[src/common/tcc_pkg.sv]
// shared constants and types for the timer channel output control block
package tcc_pkg;
  localparam int unsigned ADDR_W = 4;
  localparam int unsigned DATA_W = 16;
  localparam int unsigned DIV_W = 15;
  // register indices on the plain register port
  localparam logic [3:0] REG_MODE = 4'h0;
  localparam logic [3:0] REG_CMP = 4'h1;
  localparam logic [3:0] REG_TOM = 4'h2;
  localparam logic [3:0] REG_TOL = 4'h3;
  localparam logic [3:0] REG_TO = 4'h4;
  localparam logic [3:0] REG_TOE = 4'h5;
  localparam logic [3:0] REG_POM = 4'h6;
  localparam logic [3:0] REG_PMC = 4'h7;
  localparam logic [3:0] REG_PLAT = 4'h8;
  localparam logic [3:0] REG_PDIR = 4'h9;
  localparam logic [3:0] REG_CTRL = 4'hA;
  localparam logic [3:0] REG_CNT = 4'hB;
  localparam logic [3:0] REG_STAT = 4'hC;
  // field positions
  localparam int unsigned CH1_BIT = 1;
  localparam int unsigned PIN0_BIT = 0;
  localparam int unsigned CTRL_START_BIT = 0;
  localparam int unsigned CTRL_STOP_BIT = 1;
  localparam int unsigned CTRL_PRS_LSB = 4;
  localparam int unsigned STAT_RUN_BIT = 0;
  localparam int unsigned STAT_BUSY_BIT = 1;
  localparam int unsigned STAT_PIN_BIT = 2;
  localparam int unsigned STAT_TI_BIT = 3;
  // implemented bits of the mode register
  localparam logic [15:0] MODE_MASK = 16'hD7CF;
  // values after reset
  localparam logic [15:0] MODE_RST = 16'h0000;
  localparam logic [15:0] CMP_RST = 16'h0000;
  localparam logic [15:0] CNT_RST = 16'h0000;
  localparam logic BIT_RST = 1'b0;
  localparam logic [3:0] PRS_RST = 4'h0;
  // upper three mode bits
  localparam logic [2:0] MD_INTERVAL = 3'h0;
  localparam logic [2:0] MD_CAPTURE = 3'h2;
  localparam logic [2:0] MD_EVENT = 3'h3;
  localparam logic [2:0] MD_ONECOUNT = 3'h4;
  localparam logic [2:0] MD_CAPONE = 3'h6;
  // trigger source and edge codes
  localparam logic [2:0] STS_EDGE = 3'h1;
  localparam logic [2:0] STS_BOTH = 3'h2;
  localparam logic [1:0] CIS_FALL = 2'h0;
  localparam logic [1:0] CIS_RISE = 2'h1;
  localparam logic [1:0] CIS_LOW_W = 2'h2;
  localparam logic [1:0] CIS_HIGH_W = 2'h3;

  typedef struct packed {
    logic [1:0] cks;
    logic z13;
    logic ccs;
    logic z11;
    logic [2:0] sts;
    logic [1:0] cis;
    logic [1:0] z5;
    logic [3:0] md;
  } tcc_mode_cfg_t;

  typedef enum {
    OP_IDLE,
    OP_INTERVAL,
    OP_CAPTURE,
    OP_EVENT,
    OP_ONECOUNT,
    OP_CAPONE
  } tcc_op_t;
endpackage

[src/rtl/tcc_channel.sv]
// timer channel 1 with output path and port pin control
//
// Our own choices: the address map and the plain strobed port.
`timescale 1ns/100ps
module tcc_channel (
  input wire logic core_clk,
  input wire logic srst,
  input wire logic [3:0] reg_addr,
  input wire logic [15:0] reg_wdata,
  input wire logic reg_wr,
  input wire logic reg_rd,
  output logic [15:0] reg_rdata,
  input wire logic ch1_timer_input,
  input wire logic pin_in,
  output logic ch1_timer_interrupt,
  output logic pin_out,
  output logic pin_oe,
  output logic pin_analog_en
);
  tcc_pkg::tcc_mode_cfg_t mode_cfg;
  tcc_pkg::tcc_op_t op;
  logic [15:0] cmp_data;
  logic [15:0] channel_counter;
  logic [15:0] next_cnt;
  logic ch1_master_slave_bit;
  logic ch1_polarity_bit;
  logic ch1_output_value_bit;
  logic ch1_output_enable_bit;
  logic pin_open_drain_bit;
  logic pin_analog_bit;
  logic pin_latch_bit;
  logic pin_direction_bit;
  logic [3:0] prs_sel;
  logic [14:0] div_cnt;
  logic [14:0] prs_mask;
  logic run;
  logic busy;
  logic next_busy;
  logic ti_s1;
  logic ti_s2;
  logic ti_d;
  logic pin_s1;
  logic pin_s2;
  logic rise;
  logic fall;
  logic valid_edge;
  logic cap_start;
  logic cap_end;
  logic tick_mck;
  logic count_tick;
  logic start_cmd;
  logic stop_cmd;
  logic start_evt;
  logic in_trig;
  logic os_trig;
  logic irq_evt;
  logic cap_evt;
  logic out_tgl;
  logic out_act;
  logic out_inact;
  logic pin_level;
  logic md0;
  logic [15:0] rd_mux;

  assign md0 = mode_cfg.md[0];
  assign start_cmd = reg_wr && reg_addr == tcc_pkg::REG_CTRL
    && reg_wdata[tcc_pkg::CTRL_START_BIT];
  assign stop_cmd = reg_wr && reg_addr == tcc_pkg::REG_CTRL
    && reg_wdata[tcc_pkg::CTRL_STOP_BIT];
  assign start_evt = start_cmd && !run;

  // prescaler: one-cycle tick every 2^prs_sel core clocks
  assign prs_mask = 15'((32'h1 << prs_sel) - 32'h1);
  assign tick_mck = (div_cnt & prs_mask) == prs_mask;

  always_ff @(posedge core_clk)
  begin
    if (srst)
      div_cnt <= '0;
    else
      div_cnt <= div_cnt + 15'h1;
  end

  // pins from outside pass two flops before any logic sees them
  always_ff @(posedge core_clk)
  begin
    if (srst)
    begin
      ti_s1 <= 1'b0;
      ti_s2 <= 1'b0;
      ti_d <= 1'b0;
      pin_s1 <= 1'b0;
      pin_s2 <= 1'b0;
    end
    else
    begin
      ti_s1 <= ch1_timer_input;
      ti_s2 <= ti_s1;
      ti_d <= ti_s2;
      pin_s1 <= pin_in;
      pin_s2 <= pin_s1;
    end
  end

  assign rise = ti_s2 && !ti_d;
  assign fall = !ti_s2 && ti_d;

  always_comb
  begin
    case (mode_cfg.cis)
      tcc_pkg::CIS_FALL: valid_edge = fall;
      tcc_pkg::CIS_RISE: valid_edge = rise;
      default: valid_edge = rise || fall;
    endcase
  end

  // width measurement: start and capture on opposite edges
  assign cap_start = mode_cfg.cis == tcc_pkg::CIS_LOW_W ? fall :
    (mode_cfg.cis == tcc_pkg::CIS_HIGH_W ? rise : valid_edge);
  assign cap_end = mode_cfg.cis == tcc_pkg::CIS_LOW_W ? rise :
    (mode_cfg.cis == tcc_pkg::CIS_HIGH_W ? fall : valid_edge);
  assign count_tick = mode_cfg.ccs ? valid_edge : tick_mck;
  assign in_trig = run && ((mode_cfg.sts == tcc_pkg::STS_EDGE && valid_edge)
    || (mode_cfg.sts == tcc_pkg::STS_BOTH && (rise || fall)));
  assign os_trig = start_cmd || in_trig;

  // prohibited codes leave the channel idle
  always_comb
  begin
    case (mode_cfg.md[3:1])
      tcc_pkg::MD_INTERVAL: op = tcc_pkg::OP_INTERVAL;
      tcc_pkg::MD_CAPTURE: op = tcc_pkg::OP_CAPTURE;
      tcc_pkg::MD_EVENT: op = tcc_pkg::OP_EVENT;
      tcc_pkg::MD_ONECOUNT: op = tcc_pkg::OP_ONECOUNT;
      tcc_pkg::MD_CAPONE: op = md0 ? tcc_pkg::OP_IDLE : tcc_pkg::OP_CAPONE;
      default: op = tcc_pkg::OP_IDLE;
    endcase
  end

  always_comb
  begin
    next_cnt = channel_counter;
    next_busy = busy;
    irq_evt = 1'b0;
    cap_evt = 1'b0;
    out_tgl = 1'b0;
    out_act = 1'b0;
    out_inact = 1'b0;
    case (op)
      tcc_pkg::OP_INTERVAL:
      begin
        if (start_evt)
        begin
          next_cnt = cmp_data;
          irq_evt = md0;
          out_tgl = md0;
        end
        else if (run && count_tick)
        begin
          if (channel_counter == 16'h0000)
          begin
            next_cnt = cmp_data;
            irq_evt = 1'b1;
            out_tgl = 1'b1;
          end
          else
            next_cnt = channel_counter - 16'h0001;
        end
      end
      tcc_pkg::OP_CAPTURE:
      begin
        if (start_evt)
        begin
          next_cnt = 16'h0000;
          irq_evt = md0;
          out_tgl = md0;
        end
        else if (run && valid_edge)
        begin
          cap_evt = 1'b1;
          irq_evt = 1'b1;
          next_cnt = 16'h0000;
        end
        else if (run && count_tick)
          next_cnt = channel_counter + 16'h0001;
      end
      tcc_pkg::OP_EVENT:
      begin
        // start is silent whatever the low bit holds
        if (start_evt)
          next_cnt = cmp_data;
        else if (run && valid_edge)
        begin
          if (channel_counter == 16'h0000)
          begin
            next_cnt = cmp_data;
            irq_evt = 1'b1;
            out_tgl = 1'b1;
          end
          else
            next_cnt = channel_counter - 16'h0001;
        end
      end
      tcc_pkg::OP_ONECOUNT:
      begin
        if (os_trig && (!busy || md0))
        begin
          next_cnt = cmp_data;
          next_busy = 1'b1;
          irq_evt = busy;
          out_tgl = busy;
          out_act = 1'b1;
        end
        else if (busy && count_tick)
        begin
          if (channel_counter == 16'h0000)
          begin
            next_busy = 1'b0;
            irq_evt = 1'b1;
            out_tgl = 1'b1;
            out_inact = 1'b1;
          end
          else
            next_cnt = channel_counter - 16'h0001;
        end
      end
      tcc_pkg::OP_CAPONE:
      begin
        // start edges while busy are dropped on purpose
        if (run && !busy && cap_start)
        begin
          next_cnt = 16'h0000;
          next_busy = 1'b1;
        end
        else if (busy && cap_end)
        begin
          cap_evt = 1'b1;
          irq_evt = 1'b1;
          next_busy = 1'b0;
        end
        else if (busy && count_tick)
          next_cnt = channel_counter + 16'h0001;
      end
      default:
      begin
        next_cnt = channel_counter;
      end
    endcase
  end

  always_ff @(posedge core_clk)
  begin
    if (srst)
    begin
      run <= 1'b0;
      busy <= 1'b0;
      channel_counter <= tcc_pkg::CNT_RST;
    end
    else if (stop_cmd)
    begin
      run <= 1'b0;
      busy <= 1'b0;
    end
    else
    begin
      run <= run || start_cmd;
      busy <= next_busy;
      channel_counter <= next_cnt;
    end
  end

  always_ff @(posedge core_clk)
  begin
    if (srst)
      ch1_timer_interrupt <= 1'b0;
    else
      ch1_timer_interrupt <= irq_evt && !stop_cmd;
  end

  // captured count lands in the compare register; capture beats a write
  always_ff @(posedge core_clk)
  begin
    if (srst)
      cmp_data <= tcc_pkg::CMP_RST;
    else if (cap_evt && !stop_cmd)
      cmp_data <= channel_counter;
    else if (reg_wr && reg_addr == tcc_pkg::REG_CMP)
      cmp_data <= reg_wdata;
  end

  always_ff @(posedge core_clk)
  begin
    if (srst)
    begin
      mode_cfg <= tcc_pkg::MODE_RST;
      ch1_master_slave_bit <= tcc_pkg::BIT_RST;
      ch1_polarity_bit <= tcc_pkg::BIT_RST;
      ch1_output_enable_bit <= tcc_pkg::BIT_RST;
      pin_open_drain_bit <= tcc_pkg::BIT_RST;
      pin_analog_bit <= tcc_pkg::BIT_RST;
      pin_latch_bit <= tcc_pkg::BIT_RST;
      pin_direction_bit <= tcc_pkg::BIT_RST;
      prs_sel <= tcc_pkg::PRS_RST;
    end
    else if (reg_wr)
    begin
      case (reg_addr)
        tcc_pkg::REG_MODE: mode_cfg <= reg_wdata & tcc_pkg::MODE_MASK;
        tcc_pkg::REG_TOM: ch1_master_slave_bit <= reg_wdata[tcc_pkg::CH1_BIT];
        tcc_pkg::REG_TOL: ch1_polarity_bit <= reg_wdata[tcc_pkg::CH1_BIT];
        tcc_pkg::REG_TOE: ch1_output_enable_bit <= reg_wdata[tcc_pkg::CH1_BIT];
        tcc_pkg::REG_POM: pin_open_drain_bit <= reg_wdata[tcc_pkg::PIN0_BIT];
        tcc_pkg::REG_PMC: pin_analog_bit <= reg_wdata[tcc_pkg::PIN0_BIT];
        tcc_pkg::REG_PLAT: pin_latch_bit <= reg_wdata[tcc_pkg::PIN0_BIT];
        tcc_pkg::REG_PDIR: pin_direction_bit <= reg_wdata[tcc_pkg::PIN0_BIT];
        tcc_pkg::REG_CTRL: prs_sel <= reg_wdata[tcc_pkg::CTRL_PRS_LSB +: 4];
        default: prs_sel <= prs_sel;
      endcase
    end
  end

  // timer owns the output bit while enabled; software owns it otherwise
  always_ff @(posedge core_clk)
  begin
    if (srst)
      ch1_output_value_bit <= tcc_pkg::BIT_RST;
    else if (ch1_output_enable_bit)
    begin
      if (stop_cmd)
        ch1_output_value_bit <= ch1_output_value_bit;
      else if (ch1_master_slave_bit && out_act)
        ch1_output_value_bit <= !ch1_polarity_bit;
      else if (ch1_master_slave_bit && out_inact)
        ch1_output_value_bit <= ch1_polarity_bit;
      else if (!ch1_master_slave_bit && out_tgl)
        ch1_output_value_bit <= !ch1_output_value_bit;
    end
    else if (reg_wr && reg_addr == tcc_pkg::REG_TO)
      ch1_output_value_bit <= reg_wdata[tcc_pkg::CH1_BIT];
  end

  // latch and timer output are combined so either can own the pin
  assign pin_level = pin_latch_bit || ch1_output_value_bit;

  always_ff @(posedge core_clk)
  begin
    if (srst)
    begin
      pin_out <= 1'b0;
      pin_oe <= 1'b0;
      pin_analog_en <= 1'b0;
    end
    else
    begin
      pin_out <= pin_level;
      pin_oe <= !pin_analog_bit && !pin_direction_bit
        && (!pin_open_drain_bit || !pin_level);
      pin_analog_en <= pin_analog_bit;
    end
  end

  always_comb
  begin
    rd_mux = 16'h0000;
    case (reg_addr)
      tcc_pkg::REG_MODE: rd_mux = mode_cfg;
      tcc_pkg::REG_CMP: rd_mux = cmp_data;
      tcc_pkg::REG_TOM: rd_mux[tcc_pkg::CH1_BIT] = ch1_master_slave_bit;
      tcc_pkg::REG_TOL: rd_mux[tcc_pkg::CH1_BIT] = ch1_polarity_bit;
      tcc_pkg::REG_TO: rd_mux[tcc_pkg::CH1_BIT] = ch1_output_value_bit;
      tcc_pkg::REG_TOE: rd_mux[tcc_pkg::CH1_BIT] = ch1_output_enable_bit;
      tcc_pkg::REG_POM: rd_mux[tcc_pkg::PIN0_BIT] = pin_open_drain_bit;
      tcc_pkg::REG_PMC: rd_mux[tcc_pkg::PIN0_BIT] = pin_analog_bit;
      tcc_pkg::REG_PLAT: rd_mux[tcc_pkg::PIN0_BIT] = pin_latch_bit;
      tcc_pkg::REG_PDIR: rd_mux[tcc_pkg::PIN0_BIT] = pin_direction_bit;
      tcc_pkg::REG_CTRL: rd_mux[tcc_pkg::CTRL_PRS_LSB +: 4] = prs_sel;
      tcc_pkg::REG_CNT: rd_mux = channel_counter;
      tcc_pkg::REG_STAT:
      begin
        rd_mux[tcc_pkg::STAT_RUN_BIT] = run;
        rd_mux[tcc_pkg::STAT_BUSY_BIT] = busy;
        rd_mux[tcc_pkg::STAT_PIN_BIT] = pin_s2 && !pin_analog_bit;
        rd_mux[tcc_pkg::STAT_TI_BIT] = ti_s2;
      end
      default: rd_mux = 16'h0000;
    endcase
  end

  always_ff @(posedge core_clk)
  begin
    if (srst)
      reg_rdata <= 16'h0000;
    else if (reg_rd)
      reg_rdata <= rd_mux;
    else
      reg_rdata <= 16'h0000;
  end
endmodule

[config.mk]
export PLATFORM = sky130hd
export DESIGN_NAME = tcc_channel
export DESIGN_NICKNAME = d
export VERILOG_FILES = /design/src/common/tcc_pkg.sv /design/src/rtl/tcc_channel.sv
export SDC_FILE = /design/constraint.sdc
export NUM_CORES = 1
export LEC_CHECK = 0
export BUFFER_PORTS_ARGS = -buffer_cell sky130_fd_sc_hd__buf_2
export CAP_MARGIN = 15
export CORE_MARGIN = 2
export CORE_UTILIZATION = 30
export CTS_CLUSTER_SIZE = 24
export DETAILED_ROUTE_END_ITERATION = 16
export HOLD_SLACK_MARGIN = 0.08
export PLACE_DENSITY = 0.53
export RECOVER_POWER = 50
export SYNTH_ARGS = -nofsm -noshare
export SYNTH_HDL_FRONTEND = slang
export SYNTH_SLANG_ARGS = --single-unit
export TNS_END_PERCENT = 50
[constraint.sdc]
create_clock -name core_clk -period 3.6 [get_ports core_clk]
set_clock_uncertainty 0.05 [all_clocks]
set_input_delay 0.72 -clock core_clk [delete_from_list [all_inputs] [get_ports core_clk]]
set_output_delay 0.72 -clock core_clk [all_outputs]
set_load 0.05 [all_outputs]
* Word level (Yosys, flattened, before mapping) *
Index checks and enable logic that the tools add are counted.

storage, ports and cells
  bits in registers = 98
  bits in latches = 0
  RAM bits = 0
  memory bits (read-only) = 0
  input bits = 26
  output and inout port bits = 20
  memories = 0

operators by class
  add/subtract/negate cells = 4
  multiply operators = 0
  div/mod/pow operators = 0
  order comparisons = 0
  equality and inequality tests = 38
  shifts and indexed selects = 1
  muxes and demuxes = 62
  bitwise gates (word level) = 3
  reduce and logical (&&, ||, !) cells = 67

operator list
  kind                   number
  $mux 16                16
  $pmux 16 s5            1
  $eq 32x2->1 const B    2
  $eq 32x3->1 const B    2
  $mux 1                 33
  $eq 32x1->1 const B    1
  $logic_and 1x1->1      26
  $ne 3x3->1 const B     8
  $pmux 8 s3             1
  $eq 4x4->1 const B     5
  $reduce_and 2->1       9
  $add 16x1->16 const B  1
  $eq 4x3->1 const B     4
  $logic_not 16->1       1
  $pmux 1 s8             2
  $pmux 4 s4             1
  $sub 16x1->16 const B  1
  $add 15x1->15 const B  1
  $and 15x15->15         1
  $eq 15x15->1           1
  $pmux 3 s5             1
  $shl 1x4->15 const A   1
  $sub 15x1->15 const B  1
  $logic_not 1->1        12
  26 further kinds       43

* Longest topological paths before layout *
  depth after elaboration = 17
  mapped depth = 15
  depth with buffers taken out = 11

* Worst setup path after synthesis *
OpenSTA, ideal clock, no wires.

  path type = register -> register
  start point = register prs_sel[3]
  end point = register channel_counter[4]
  data arrival time = 2876 ps
  slack = 557 ps
  stages on the path, launching flop included = 14
  path buffers = 2
  clock period less this slack = 3043 ps
  path through = dfxtp_1 buf_2 buf_2 nor2_1 nand2_1 ha_1 nor2b_1 a41oi_1 o2111ai_1 nor4_1 a21oi_1 a221o_1 a221o_1 a32o_1

on the way
  cells in the longest elaborated chain, start to end = 8

RTL lines
  item                                                       line                RTL
  start: declaration                                         tcc_channel.sv:33   logic [3:0] prs_sel;
  start signal: assignment                                   tcc_channel.sv:303  prs_sel <= tcc_pkg::PRS_RST;
  start signal: assignment                                   tcc_channel.sv:316  tcc_pkg::REG_CTRL: prs_sel <= reg_wdata[tcc_pkg::CTRL_PRS_LSB +: 4];
  start signal: assignment                                   tcc_channel.sv:317  default: prs_sel <= prs_sel;
  $shl 1x4->15 *                                             tcc_channel.sv:73   assign prs_mask = 15'((32'h1 << prs_sel) - 32'h1);
  $sub 15x1->15 *                                            tcc_channel.sv:73
  $and 15x15->15                                             tcc_channel.sv:74   assign tick_mck = (div_cnt & prs_mask) == prs_mask;
  $eq 15x15->1 *                                             tcc_channel.sv:74
  $mux 1 *                                                   tcc_channel.sv:122  assign count_tick = mode_cfg.ccs ? valid_edge : tick_mck;
  $logic_and 1x1->1 (on tied branches)                       --
  $ne 4x4->1 (no source line) or $ne 3x3->1 (tied branches)  --
  $reduce_and 9->1 (no source line) *                        --
  end signal: assignment                                     tcc_channel.sv:257  channel_counter <= tcc_pkg::CNT_RST;
  end signal: assignment                                     tcc_channel.sv:268  channel_counter <= next_cnt;
  end: declaration                                           tcc_channel.sv:23   logic [15:0] channel_counter;

Every way passes the cells marked *; elsewhere a longest branch is shown, timed or not.
A chain may end at the register's enable or synchronous reset.

* Worst setup path in the final report *
  start point = register prs_sel[1]
  end point = register channel_counter[4]

Same word-level chain as after synthesis.

==> out/metrics.yaml <==
cells_and_area:
  number_of_non_filler_instances_in_the_completed_layout: 1046
  synthToLayoutAreaGrowth_pct: 12.8
  layout-drive-gt1-share_pct: 8.65
  final_nets: 813
  final_design_area_no_fill_sq_um: 6560
  num_antenna_cells: 0
synth:
  yosys_most_used_dff: "dfxtp_1"
  async_flop_share_pct: 0
  synth_largest_type_area_fraction_pct: 33.8
  post_synth.cell_area_avg_sq_um: 7.55
  synth-seq-area-share_pct: 33.8
  postSynthRegisterBits: 98
  yosysUniqueCellTypes: 67
  number_of_synthesized_flops_with_an_enable_pin: 0
  synth.most_common_cell: "nor2_1"
  mappedNetlistNets: 802
  synth_area_leaders: "dfxtp_1, nor2_1, nand2_1"
  cell_area_after_technology_mapping_sq_um: 5810
  yosys_warnings: 0
  most_used_standard_cells_in_the_synthesized_netlist: "nor2_1, dfxtp_1, nand2_1"
  synth_top_area_cell: "dfxtp_1"
  postSynthCellCount: 770
setup_path:
  worst_ep_required_time_ps: 3810
  timing_worst_setup_path_type: "flip-flop to flip-flop"
  r2r_end: "channel_counter[4]"
  worst_setup_path_endpoint: "channel_counter[4]"
  worst_path_cell_chain: "nor2_1 -> nand3b_1 -> ha_1 -> nor2b_1 -> a41oi_1 -> o2111ai_1 -> nor4_1 -> a21oi_1 -> a221o_1 -> a221o_1 -> a32o_1"
  critical-path-max-stage-delay_ps: 490
  worstSetupEndpointType: "flip-flop"
  cp.arrival_ps: 3480
  critical_path.slowest_cell: "a221o_1"
  cp-start-kind: "flip-flop"
  worst-path-max-fanout: 11
  reg2regPathDepth: 11
  cpMostUsedCell: "a221o_1"
  timing.critical_path.from: "prs_sel[1]"
  r2r-start: "prs_sel[1]"
  reg2reg_setup_slack_ps: 330
placed_design:
  globalplace.congestion: 0.949
  detailed_place.area_sq_um: 6280
  hpwlAfterDp_mm: 13.1
  detailedPlace.worstSlack_ps: 333
  post-place-cells: 1030
  place.port_buffers: 45
sta:
  timing.final.hold_violations: 0
  grt_setup_unrepaired: "false"
  final_period_minus_worst_setup_slack_ps: 3270
  tns_setup_ps: 0
  drv_slew: 76
  relSlewSlack_pct: -16.9
  setup_ws_ps: 328
  final_min_period_over_clock_period_pct: 90.9
  worstMarginPinSlew_ps: 1750
  maxClockFrequency_mhz: 306
  setup-violations-final: 0
routing:
  route.final.wire_length_mm: 18.5
  wl_per_cell_um: 17.7
  via_count: 5859
  drcViolationCount: 0
  drt_pass1_iterations: 5
  avgViaCountPerCell: 5.60
  drt-initial-drc-count: 550
  post_route_antenna_net_violation_count: 0
pwr:
  leakage_power_of_the_design_nw: 2.24
  power-per-cell-area_nw_per_um2: 400
  p_total_mw: 2.62
  vdd_drop_max_v: 0.000236
global_routing:
  gr-total-overflow: 0
  initial_antenna_violation_count: 0
  pin_count_of_the_biggest_net_entering_global_routing: 76
  grt_first_pass_wirelength_mm: 29.3
  grtUsageTotal_pct: 18.3
  first_global_vias: 5241
floorplanning:
  initial_core_util_pct: 30.9
  die_y_um: 143
  floorplan.die_area_sq_um: 20500
  area_inside_the_core_boundary_sq_um: 18800
  design.portCount: 46
  die_x_um: 143
  rows: 50
clocking:
  clk_pin_slew_worst_paths_ps: 80
  postCtsHoldBufs: 0
  post-cts-setup-buffers: 0
  clock_tree.htree_level_count: 3
  cts.root.buffer_cell: "clkbuf_16"
  clk_path_buf_depth: 2
  cts_made_buffers: 9
  cts_sinks: 98
  cts.repair.resized: 0
  cts_tree: "done"
  clock_insertion_delay_worst_skew_ps: 370
outcome:
  failed_checks: "max-capacitance violations, max-slew violations"
  status: "complete, but fails checks"
flow_run:
  drv_cap: 1
hold_path:
  min-delay-path-class: "flip-flop to flip-flop"
placed cells by master (no fill, tap or decap), drive strengths merged, types with 16 or more instances in the layout:
cell type / n
a21oi: 53
a311oi: 17
buf: 46
clkbuf: 33
dfxtp: 98
mux2i: 16
nand2: 96
nand3: 33
nor2: 105
nor2b: 17
nor3: 18
o21ai: 30
logic make-up (layout without fill, tap and decap cells):
| group | Yosys count | in the layout | synth area share [%] |
|---|---|---|---|
| AOI/OAI and AO/OA | 203 | 203 | 24.7 |
| xor gates and xnor gates | 21 | 21 | 3.16 |
| adders and majority gates | 6 | 6 | 1.29 |
| buffers and inverters | 80 | 96 | 5.53 |
| DFF | 98 | 98 | 33.8 |
| muxes | 17 | 17 | 2.95 |
| and+or+nand+nor | 345 | 345 | 28.6 |
final cells by class:
cell class	count	area [sq um]
Clock buffer	9	225
Clock inverter	7	98.8
Fill cell	2037	12300
Inverter	10	37.5
Multi-Input combinational cell	592	3530
Sequential cell	98	1960
Tap cell	260	325
Timing Repair Buffer	70	377
sequential cells by signal, indices dropped and copies added, names as in the netlist, 4 cells and up:
signal           count
channel_counter     16
mode_cfg            11
div_cnt             15
cmp_data            16
reg_rdata           16
prs_sel              4
stage by stage:
step / util (%) / hold WS (ps)
finish: 34.8 / 391
detailed placement: 33.3 / 374
CTS: 35.1 / 391
global route: 34.8 / 407
global placement: 33.3 / 367
floorplan: - / 364
per-layer routing:
layer | up-vias | GRT usage (%) | share of wire (%)
li1 | 2826 | - | -
met1 | 2777 | 26.4 | 48
met2 | 231 | 27.1 | 42
met3 | 25 | 3.49 | 7.4
met4 | 0 | 6.41 | 1.9
met5 | - | 0 | 0
worst max-delay path, delay by kind of cell (launching register included):
family | cells | cell delay, ps
compound gates | 6 | 1590
fa+ha+maj | 1 | 310
simple gates | 4 | 900
flops | 1 | 310
where the power goes:
| part | internal [mW] | switching, mW |
|---|---|---|
| Clock | 0.617 | 0.464 |
| Combinational | 0.158 | 0.254 |
| Sequential | 1.10 | 0.0285 |
| Total | 1.88 | 0.747 |
how the worst min path moves through the flow:
stage / startpoint / endpoint / slack [ps] / cells past startpoint
floorplan: pin_s1 / pin_s2 / 360 / 1
global placement: pin_s1 / pin_s2 / 370 / 1
detailed placement: pin_s1 / pin_s2 / 370 / 1
CTS: pin_s1 / pin_s2 / 390 / 1
global route: ti_s1 / ti_s2 / 410 / 1
finish: pin_s1 / pin_s2 / 390 / 1
Note: power is estimated with default switching activity, not from simulation.
